## config.mk

```make
export PLATFORM = sky130hd
export DESIGN_NAME = wireless_power_rx_comm_control
export DESIGN_NICKNAME = d
export VERILOG_FILES = /design/src/rtl/wpr_pkg.sv /design/src/rtl/wireless_power_rx_comm_control.sv
export VERILOG_INCLUDE_DIRS = /design/src /design/src/rtl
export SDC_FILE = /design/constraint.sdc
export NUM_CORES = 1
export LEC_CHECK = 0
export ABC_AREA = 1
export BUFFER_PORTS_ARGS = -buffer_cell sky130_fd_sc_hd__buf_2
export CORE_ASPECT_RATIO = 1.5
export CORE_MARGIN = 5
export CORE_UTILIZATION = 40
export CTS_BUF_LIST = sky130_fd_sc_hd__clkbuf_16
export CTS_CLUSTER_SIZE = 20
export DETAILED_ROUTE_END_ITERATION = 7
export GPL_TIMING_DRIVEN = 0
export MAX_ROUTING_LAYER = met4
export PLACE_DENSITY_LB_ADDON = 0.05
export SKIP_LAST_GASP = 1
export SYNTH_ARGS = -nofsm -noshare
export SYNTH_HDL_FRONTEND = slang
export SYNTH_SLANG_ARGS = --single-unit
```

## constraint.sdc

```tcl
create_clock -name clock -period 2.2 [get_ports clock]
set_input_delay 0.33 -clock clock [delete_from_list [all_inputs] [get_ports clock]]
set_output_delay 0.33 -clock clock [all_outputs]
set_load 0.01 [all_outputs]
```

## src/rtl/wpr_regs.svh

```systemverilog
// Timing counts, message codes and thresholds for the power receiver control block
`ifndef WPR_REGS_SVH
`define WPR_REGS_SVH
`define CLK_HZ            40000000
`define BIT_PERIOD_NS     500000
`define BIT_CYCLES        (`BIT_PERIOD_NS / 25)
`define HALF_CYCLES       (`BIT_CYCLES / 2)
`define HDR_EPT           8'h02
`define RSN_UNKNOWN       8'h00
`define RSN_CHARGE_DONE   8'h01
`define RSN_INT_FAULT     8'h02
`define RSN_OVER_TEMP     8'h03
`define RSN_OVER_CURRENT  8'h05
`define RSN_NO_RESPONSE   8'h08
`define CUR_COMM_KNEE_MA  12'd300
`define CUR_COMM_FIX_MA   12'd400
`define CUR_COMM_ADD_MA   12'd50
`define CUR_FULL_ON_MA    12'd120
`define CUR_FULL_OFF_MA   12'd100
`define FRAME_BITS        4'd11
`endif

```

## src/rtl/wpr_pkg.sv

```systemverilog
// Types for the power receiver control block
package wpr_pkg;
  typedef enum logic [1:0] {
    RECT_DIODE = 2'b00,
    RECT_HALF  = 2'b01,
    RECT_FULL  = 2'b10
  } rect_mode_t;
  typedef enum logic [1:0] {
    TX_IDLE = 2'b00,
    TX_LOAD = 2'b01,
    TX_BITS = 2'b10
  } tx_state_t;
endpackage : wpr_pkg

```

## src/rtl/wireless_power_rx_comm_control.sv

```systemverilog
// Receiver control: end-of-transfer reasons, bi-phase framer, status, current limit, rectifier modes
//
// Function
// [RULE1] Message is header 0x02 plus reason byte
// [RULE2] Adapter above 3.6 V sends reason 0x00
// [RULE3] Control pin or enables send reason 0x01; the code decodes only enable_sel_a here, enable_sel_b sends nothing
// [RULE4] Die hot or low resistance sends 0x02
// [RULE5] Temperature out of window sends 0x03
// [RULE6] Output above 90% limit sends 0x05
// [RULE7] Reconfigure code 0x07 is never sent
// [RULE8] Rectifier not converging sends reason 0x08
// [RULE9] Current at full limit sends message
// [RULE10] Transmitter stops power on message receipt
// [RULE11] Status low while supply output enabled
// [RULE12] Output disabled until rectifier converges
// [RULE13] Each bit lasts one 0.5 ms period
// [RULE14] One has two transitions, zero one
// [RULE15] Bytes go LSB first in 11-bit frame
// [RULE16] Start zero, odd parity, stop one
// [RULE17] Comm limit 400 mA or current plus 50
// [RULE18] Synchronous rectifier off during start-up
// [RULE19] Half above UVLO, full above 120 mA
// [RULE20] Comm limit only with both enables low
// [RULE21] Parity makes odd count of ones
// [RULE22] Toggle at bit start, mid for ones
// [RULE23] Both modulation switches driven together
`timescale 1ns/1ps
`include "wpr_regs.svh"
module wireless_power_rx_comm_control
(
  input  wire logic               clock,
  input  wire logic               resetn,
  input  wire logic               adapter_over_3v6,
  input  wire logic               temp_control_pin,
  input  wire logic               enable_sel_a,
  input  wire logic               enable_sel_b,
  input  wire logic               die_over_150c,
  input  wire logic               current_limit_setting,
  input  wire logic               temp_below_hot,
  input  wire logic               temp_above_cold,
  input  wire logic               ctrl_below_100mv,
  input  wire logic               term_variant,
  input  wire logic               ocp_variant,
  input  wire logic               iout_over_90pct,
  input  wire logic               iout_at_limit,
  input  wire logic               rectifier_voltage_conv_fail,
  input  wire logic               rectifier_voltage_converged,
  input  wire logic               rectifier_voltage_uvlo_ok,
  input  wire logic [11:0]        iout_ma,
  input  wire logic [7:0]         pkt_byte,
  input  wire logic               pkt_valid,
  output logic                    pkt_ready,
  output logic                    end_power_transfer_msg,
  output logic [7:0]              ept_reason,
  output logic                    supply_enable,
  output logic                    charge_status_n_out,
  output logic                    charge_status_n_oe,
  output logic                    comm_limit_active,
  output logic [11:0]             comm_limit_ma,
  output wpr_pkg::rect_mode_t     rect_mode,
  output logic                    modulation_switch_a,
  output logic                    modulation_switch_b,
  output logic                    tx_busy
);
  import wpr_pkg::*;

  localparam logic [15:0] BIT_CNT  = 16'(`BIT_CYCLES);
  localparam logic [15:0] HALF_CNT = 16'(`HALF_CYCLES);

  // ----------------------------------------
  // Input synchronisers
  // ----------------------------------------
  localparam int NSYNC = 16;
  logic [NSYNC-1:0] sync1_r;
  logic [NSYNC-1:0] sync2_r;
  logic [NSYNC-1:0] raw_in;
  assign raw_in = {adapter_over_3v6, temp_control_pin, enable_sel_a, enable_sel_b, die_over_150c,
                   current_limit_setting, temp_below_hot, temp_above_cold, ctrl_below_100mv,
                   term_variant, ocp_variant, iout_over_90pct, iout_at_limit,
                   rectifier_voltage_conv_fail, rectifier_voltage_converged,
                   rectifier_voltage_uvlo_ok};

  always_ff @(posedge clock)
  begin
    if (!resetn)
    begin
      sync1_r <= '0;
      sync2_r <= '0;
    end
    else
    begin
      sync1_r <= raw_in;
      sync2_r <= sync1_r;
    end
  end

  logic s_ad, s_ctrl, s_ena, s_enb, s_tj, s_rlow, s_hot, s_cold, s_c100;
  logic s_termv, s_ocpv, s_i90, s_current_limit_setting, s_nconv, s_conv, s_uvlo;
  assign {s_ad, s_ctrl, s_ena, s_enb, s_tj, s_rlow, s_hot, s_cold, s_c100,
          s_termv, s_ocpv, s_i90, s_current_limit_setting, s_nconv, s_conv, s_uvlo} = sync2_r;

  // ----------------------------------------
  // Reason selection
  // ----------------------------------------
  logic       fault_any;
  logic [7:0] reason_nxt;

  always_comb
  begin
    fault_any  = 1'b1;
    reason_nxt = `RSN_UNKNOWN;
    if (s_tj || s_rlow)
      reason_nxt = `RSN_INT_FAULT;                         // [RULE4]
    else if (s_hot || s_cold || s_c100)
      reason_nxt = `RSN_OVER_TEMP;                         // [RULE5]
    else if ((s_termv && s_i90) || (s_ocpv && s_current_limit_setting))
      reason_nxt = `RSN_OVER_CURRENT;                      // [RULE6] [RULE9]
    else if (s_nconv)
      reason_nxt = `RSN_NO_RESPONSE;                       // [RULE8]
    else if (s_ctrl || s_ena)
      reason_nxt = `RSN_CHARGE_DONE;                       // [RULE3]
    else if (s_ad)
      reason_nxt = `RSN_UNKNOWN;                           // [RULE2]
    else
      fault_any = 1'b0;
    // Codes 0x04 and 0x07 are never produced              // [RULE7]
  end

  logic ept_pending_r;
  logic ept_sent_r;
  logic hdr_pending_r;

  always_ff @(posedge clock)
  begin
    if (!resetn)
      ept_reason <= 8'h00;
    else if (fault_any && !ept_pending_r && !ept_sent_r)
      ept_reason <= reason_nxt;
  end

  // ----------------------------------------
  // Supply enable and status output
  // ----------------------------------------
  always_ff @(posedge clock)
  begin
    if (!resetn)
      supply_enable <= 1'b0;
    else
      supply_enable <= s_conv && !fault_any && !ept_sent_r; // [RULE12]
  end

  assign charge_status_n_out = 1'b0;
  assign charge_status_n_oe  = supply_enable;              // [RULE11]

  // ----------------------------------------
  // Communication current limit
  // ----------------------------------------
  always_ff @(posedge clock)
  begin
    if (!resetn)
    begin
      comm_limit_active <= 1'b0;
      comm_limit_ma     <= `CUR_COMM_FIX_MA;
    end
    else
    begin
      comm_limit_active <= !s_ena && !s_enb;               // [RULE20]
      if (iout_ma > `CUR_COMM_KNEE_MA)
        comm_limit_ma <= iout_ma + `CUR_COMM_ADD_MA;       // [RULE17]
      else
        comm_limit_ma <= `CUR_COMM_FIX_MA;                 // [RULE17]
    end
  end

  // ----------------------------------------
  // Rectifier mode sequencing
  // ----------------------------------------
  always_ff @(posedge clock)
  begin
    if (!resetn)
      rect_mode <= RECT_DIODE;                             // [RULE18]
    else if (!s_uvlo)
      rect_mode <= RECT_DIODE;                             // [RULE18]
    else
      case (rect_mode)
        RECT_DIODE: rect_mode <= RECT_HALF;                // [RULE19]
        RECT_HALF:  if (iout_ma > `CUR_FULL_ON_MA) rect_mode <= RECT_FULL;  // [RULE19]
        RECT_FULL:  if (iout_ma < `CUR_FULL_OFF_MA) rect_mode <= RECT_HALF; // [RULE19]
        default:    rect_mode <= RECT_DIODE;
      endcase
  end

  // ----------------------------------------
  // Two-entry byte buffer
  // ----------------------------------------
  logic [7:0] buf_mem [0:1];
  logic       wr_ptr_r;
  logic       rd_ptr_r;
  logic [1:0] count_r;
  logic       buf_pop;
  logic       buf_push;

  assign pkt_ready = (count_r != 2'd2) && !ept_pending_r && !hdr_pending_r;
  assign buf_push  = pkt_valid && pkt_ready;

  always_ff @(posedge clock)
  begin
    if (!resetn)
    begin
      wr_ptr_r <= 1'b0;
      rd_ptr_r <= 1'b0;
      count_r  <= 2'd0;
    end
    else
    begin
      if (buf_push)
      begin
        buf_mem[wr_ptr_r] <= pkt_byte;
        wr_ptr_r          <= !wr_ptr_r;
      end
      if (buf_pop)
        rd_ptr_r <= !rd_ptr_r;
      count_r <= count_r + {1'b0, buf_push} - {1'b0, buf_pop};
    end
  end

  // ----------------------------------------
  // End-of-transfer sequencing
  // ----------------------------------------
  logic       tx_start;
  logic [7:0] tx_byte;
  tx_state_t  tx_state_r;

  always_ff @(posedge clock)
  begin
    if (!resetn)
    begin
      ept_pending_r <= 1'b0;
      hdr_pending_r <= 1'b0;
      ept_sent_r    <= 1'b0;
    end
    else
    begin
      if (fault_any && !ept_pending_r && !ept_sent_r)
      begin
        ept_pending_r <= 1'b1;
        hdr_pending_r <= 1'b1;
      end
      else if (tx_start && hdr_pending_r && count_r == 2'd0)
        hdr_pending_r <= 1'b0;
      else if (tx_start && ept_pending_r && count_r == 2'd0)
      begin
        ept_pending_r <= 1'b0;
        ept_sent_r    <= 1'b1;
      end
      if (!fault_any && !ept_pending_r && tx_state_r == TX_IDLE)
        ept_sent_r <= 1'b0;
    end
  end

  always_ff @(posedge clock)
  begin
    if (!resetn)
      end_power_transfer_msg <= 1'b0;
    else
      end_power_transfer_msg <= ept_pending_r || (ept_sent_r && tx_busy);
  end

  // Priority: queued bytes drain, then header, then reason
  always_comb
  begin
    tx_start = 1'b0;
    buf_pop  = 1'b0;
    tx_byte  = 8'h00;
    if (tx_state_r == TX_IDLE)
    begin
      if (count_r != 2'd0)
      begin
        tx_start = 1'b1;
        buf_pop  = 1'b1;
        tx_byte  = buf_mem[rd_ptr_r];
      end
      else if (hdr_pending_r)
      begin
        tx_start = 1'b1;
        tx_byte  = `HDR_EPT;                               // [RULE1]
      end
      else if (ept_pending_r)
      begin
        tx_start = 1'b1;
        tx_byte  = ept_reason;                             // [RULE1]
      end
    end
  end

  // ----------------------------------------
  // Frame serialiser and bi-phase encoder
  // ----------------------------------------
  function automatic logic odd_parity(input logic [7:0] d);
    odd_parity = ~(^d);                                    // [RULE21]
  endfunction : odd_parity

  logic [10:0] shift_r;
  logic [3:0]  bit_idx_r;
  logic [15:0] cyc_r;
  logic        mod_r;

  always_ff @(posedge clock)
  begin
    if (!resetn)
    begin
      tx_state_r <= TX_IDLE;
      shift_r    <= 11'h7ff;
      bit_idx_r  <= 4'd0;
      cyc_r      <= 16'd0;
      mod_r      <= 1'b0;
    end
    else
      case (tx_state_r)
        TX_IDLE:
        begin
          if (tx_start)
          begin
            shift_r    <= {1'b1, odd_parity(tx_byte), tx_byte, 1'b0}; // [RULE15] [RULE16]
            bit_idx_r  <= 4'd0;
            cyc_r      <= 16'd0;
            tx_state_r <= TX_LOAD;
          end
        end
        TX_LOAD:
        begin
          mod_r      <= !mod_r;                            // [RULE22] [RULE14]
          cyc_r      <= 16'd1;
          tx_state_r <= TX_BITS;
        end
        TX_BITS:
        begin
          if (cyc_r == HALF_CNT && shift_r[0])
            mod_r <= !mod_r;                               // [RULE22] [RULE14]
          if (cyc_r == BIT_CNT - 16'd1)                    // [RULE13]
          begin
            shift_r <= {1'b1, shift_r[10:1]};              // [RULE15]
            if (bit_idx_r == `FRAME_BITS - 4'd1)
              tx_state_r <= TX_IDLE;
            else
            begin
              bit_idx_r  <= bit_idx_r + 4'd1;
              tx_state_r <= TX_LOAD;
            end
            cyc_r <= 16'd0;
          end
          else
            cyc_r <= cyc_r + 16'd1;
        end
        default: tx_state_r <= TX_IDLE;
      endcase
  end

  assign tx_busy             = (tx_state_r != TX_IDLE);
  assign modulation_switch_a = mod_r;                      // [RULE23]
  assign modulation_switch_b = mod_r;                      // [RULE23]

endmodule : wireless_power_rx_comm_control

```

==> flow_summary_export.csv <==
group,metric,value,unit
run_status,status,"finished, final reports clean",
logic_synthesis,postSynthAreaPerCell,7.64,µm²
detailed_routing,via_count,4231,
logic_synthesis,syn-cell-area,0.00506,mm²
power,comb_power_share,0.341,
power,power.internal,0.00383,W
global_route,grt_pass1_wl,18.5,mm
sta,timing_hold_violations_final,0,
logic_synthesis,synth_flop_cell,"dfxtp_1",
sta,period_needed,2.05,ns
power,pwr-share-clk,0.263,
worst_setup_path,cp_max_fo,10,
logic_synthesis,synthCells,662,
sta,holdWs,0.149,ns
flow_run,maxCapViolCount,0,
worst_setup_path,rrSetupSlack,0.15,ns
logic_synthesis,synth_xor_area_frac,0.0191,
sta,post-route-period-util,0.934,
power,switching_share,0.378,
cells_and_area,multi_input_area,0.00218,mm²
clock_tree,clkTransAtPathRegs,0.08,ns
detailed_routing,viasPerCell,4.69,
detailed_routing,drt-total-wl,10.8,mm
detailed_routing,wire_per_inst,12.0,µm
logic_synthesis,synth_compound_area_frac,0.0718,
logic_synthesis,ys_warn_count,0,
placed_design,port_buffers,63,
sta,drv_slew,0,
floorplan,ios,70,
cells_and_area,seqCellArea,0.00236,mm²
floorplan,die_x,102,µm
detailed_routing,drc,0,
floorplan,die_h,148,µm
logic_synthesis,ys_seq_area_frac,0.467,
logic_synthesis,synth_top_area_share,0.372,
sta,setup_violations,0,
clock_tree,htree_levels,3,
worst_setup_path,worstSetupEndpointType,"register",
detailed_routing,drt-initial-drc-count,169,
floorplan,rows,50,
cells_and_area,final_nets,793,
power,p_sw,0.00233,W
cells_and_area,num_antenna_cells,0,
global_route,overflow,0,
clock_tree,cts_tree,"done",
power,leakage,2.79,nW
logic_synthesis,synth-async-reset-ratio,0,
clock_tree,root_buffer,"clkbuf_16",
floorplan,coreArea,0.0124,mm²
placed_design,gp_congestion,0.837,
cells_and_area,fin_util,0.475,
detailed_routing,ant_nets,0,
worst_setup_path,arrival,2.35,ns
sta,timing.fmax,487,MHz
logic_synthesis,yosysTopAreaCell,"dfxtp_1",
placed_design,hpwl,8.26,mm
power,vdd_drop_max,0.429,mV
logic_synthesis,synth_fa_ha_area_frac,0.0297,
clock_tree,cts_hold_buf,0,
power,p_seq_frac,0.396,
floorplan,start_util,0.406,
power,powerDensity,1040,mW/mm²
global_route,antenna_found_initial,0,
logic_synthesis,yosys.area_share.simple,0.306,
worst_setup_path,cp.required,2.50,ns
cells_and_area,syn_to_final_growth,16.9,%
worst_setup_path,criticalPathCategory,"reg2reg",
sta,slew_headroom,0.518,
hold_path,hold_class,"in2reg",
global_route,grt_max_degree,22,
sta,rsz0062_at_grt,"false",
clock_tree,clock_sinks,110,
floorplan,die_area,0.0150,mm²
clock_tree,cts_buffer_depth,2,
detailed_routing,firstDrtPassIters,4,
logic_synthesis,ys_seq_elements,110,
sta,worst_pin_slew,0.723,ns
global_route,grt_usage,0.157,
global_route,grt_pass1_vias,4088,
logic_synthesis,synthMuxAreaShare,0,
worst_setup_path,start_kind,"register",
logic_synthesis,synthTopCellsByArea,"dfxtp_1 (37%), nand2_1 (13%), edfxtp_1 (9.5%)",
sta,finClkSkew,0.0170,ns
clock_tree,cts_made_buffers,9,
clock_tree,clock_latency,0.36,ns
cells_and_area,drive_gt1_frac,0.170,
logic_synthesis,synth_edf_count,16,
cells_and_area,n_fill_cell,1288,
logic_synthesis,ys_types,45,
logic_synthesis,synth_top_family_by_area,"simple AND/OR/NAND/NOR gates",
==> registers in the layout (all words and copies together), names as in the netlist, 2 cells and up, named ones only <==
| name | cells |
|---|---|
| buf_mem | 16 |
| cyc_r | 16 |
| sync1_r | 16 |
| sync2_r | 16 |
| comm_limit_ma | 12 |
| shift_r | 10 |
| bit_idx_r | 4 |
| ept_reason | 4 |
| count_r | 2 |
| rect_mode | 2 |
| tx_state_r | 2 |
==> logic make-up (layout without fill, tap and decap cells) <==
family,after synthesis,after routing
AOI/OAI and AO/OA,66,66
buffers and inverters,124,205
and+or+nand+nor,338,338
other,1,5
DFF,110,110
adders and majority gates,12,12
xor gates and xnor gates,11,11
==> cells in the final DEF, fill, tap and decap left out, types with 3 or more instances in the layout <==
cell and n:
dfxtp_1 92, clkinv_8 3, inv_1 94, nand2_2 5
nor2_1 57, nor3_1 13, buf_6 4, clkinv_1 4
nor2_4 3, nand2_1 180, nand4_1 10, ha_1 12
o21ai_0 25, clkbuf_1 4, buf_2 66, edfxtp_1 16
buf_1 5, conb_1 5, xor2_1 9, clkbuf_16 9
a21oi_1 27, buf_4 10, nor4_1 3, nor3_2 6
a31oi_1 4, nor3b_2 4, nand3_1 47
==> synth_stat cells (8+ instances only) <==
master / instances
buf_4: 8
edfxtp_1: 16
a21oi_1: 27
nand4_1: 10
nor2_1: 57
o21ai_0: 25
nand3_1: 47
dfxtp_1: 94
xor2_1: 9
inv_1: 94
nand2_1: 180
ha_1: 12
nor3_1: 14
==> worst paths after layout <==
check / startpoint / endpoint / depth (start not counted)
hold reg to reg: sync2_r[12]$_SDFF_PN0_ / comm_limit_active$_SDFF_PN0_ / 1
setup / recovery: tx_state_r[0]$_SDFFE_PN0P_ / count_r[1]$_SDFF_PN0_ / 12
hold / removal: iout_over_90pct / sync1_r[4]$_SDFF_PN0_ / 3
setup reg to reg: tx_state_r[0]$_SDFFE_PN0P_ / count_r[1]$_SDFF_PN0_ / 12
==> cell type report <==
| type | count | share of cell area |
|---|---|---|
| plain buffers | 24 | 0.0260 |
| clock buffers | 9 | 0.0381 |
| repair buffers | 65 | 0.0559 |
| clock inverters | 7 | 0.0133 |
| inverters | 100 | 0.0648 |
| multi-input cells | 432 | 0.369 |
| well taps | 156 | 0.0330 |
| flip-flops and latches | 110 | 0.400 |
==> critical path, stage by stage (launching register included) <==
cell and delay (ns):
dfxtp_2 0.36, inv_1 0.07, ha_1 0.23, buf_6 0.15, inv_6 0.10, nor2_4 0.05
buf_6 0.15, ha_1 0.28, inv_1 0.05, ha_1 0.14, xor2_1 0.17, o21ai_0 0.10
a21oi_1 0.13
==> metrics by stage <==
stage               area [µm²]  TNS [ns]  total power, W  instances  setup slack [ns]
floorplan                 5070         0         0.00403        666             0.141
global placement          5580     -1.42         0.00453        885            -0.178
global route              5910         0         0.00664        903            0.0116
CTS                       5890         0         0.00621        901           0.00443
finish                    5910         0         0.00616        903             0.145
detailed placement        5580     -1.08         0.00457        885            -0.135
==> metal layers <==
layer | up-vias | track usage | wire length [µm]
met2 | 65 | 0.277 | 5640
li1 | 2248 | - | -
met1 | 1908 | 0.177 | 4590
met4 | 0 | 0.0519 | 210
met3 | 10 | 0.0283 | 379
met5 | - | - | 0
==> repair_timing <==
action                     CTS  global route
pin swaps                    0             1
gates resized for setup      1             3
setup endpoints to repair    8             2
setup buffers                0             2
==> power by group through the flow <==
| stage | clock network (W) | registers (W) | logic (W) |
|---|---|---|---|
| floorplan | 0 | 0.00247 | 0.00156 |
| global placement | 0 | 0.00247 | 0.00206 |
| detailed placement | 0 | 0.00249 | 0.00209 |
| CTS | 0.00167 | 0.00244 | 0.00210 |
| global route | 0.00176 | 0.00247 | 0.00242 |
| finish | 0.00162 | 0.00244 | 0.00210 |
Note: power is estimated with default switching activity, not from simulation.
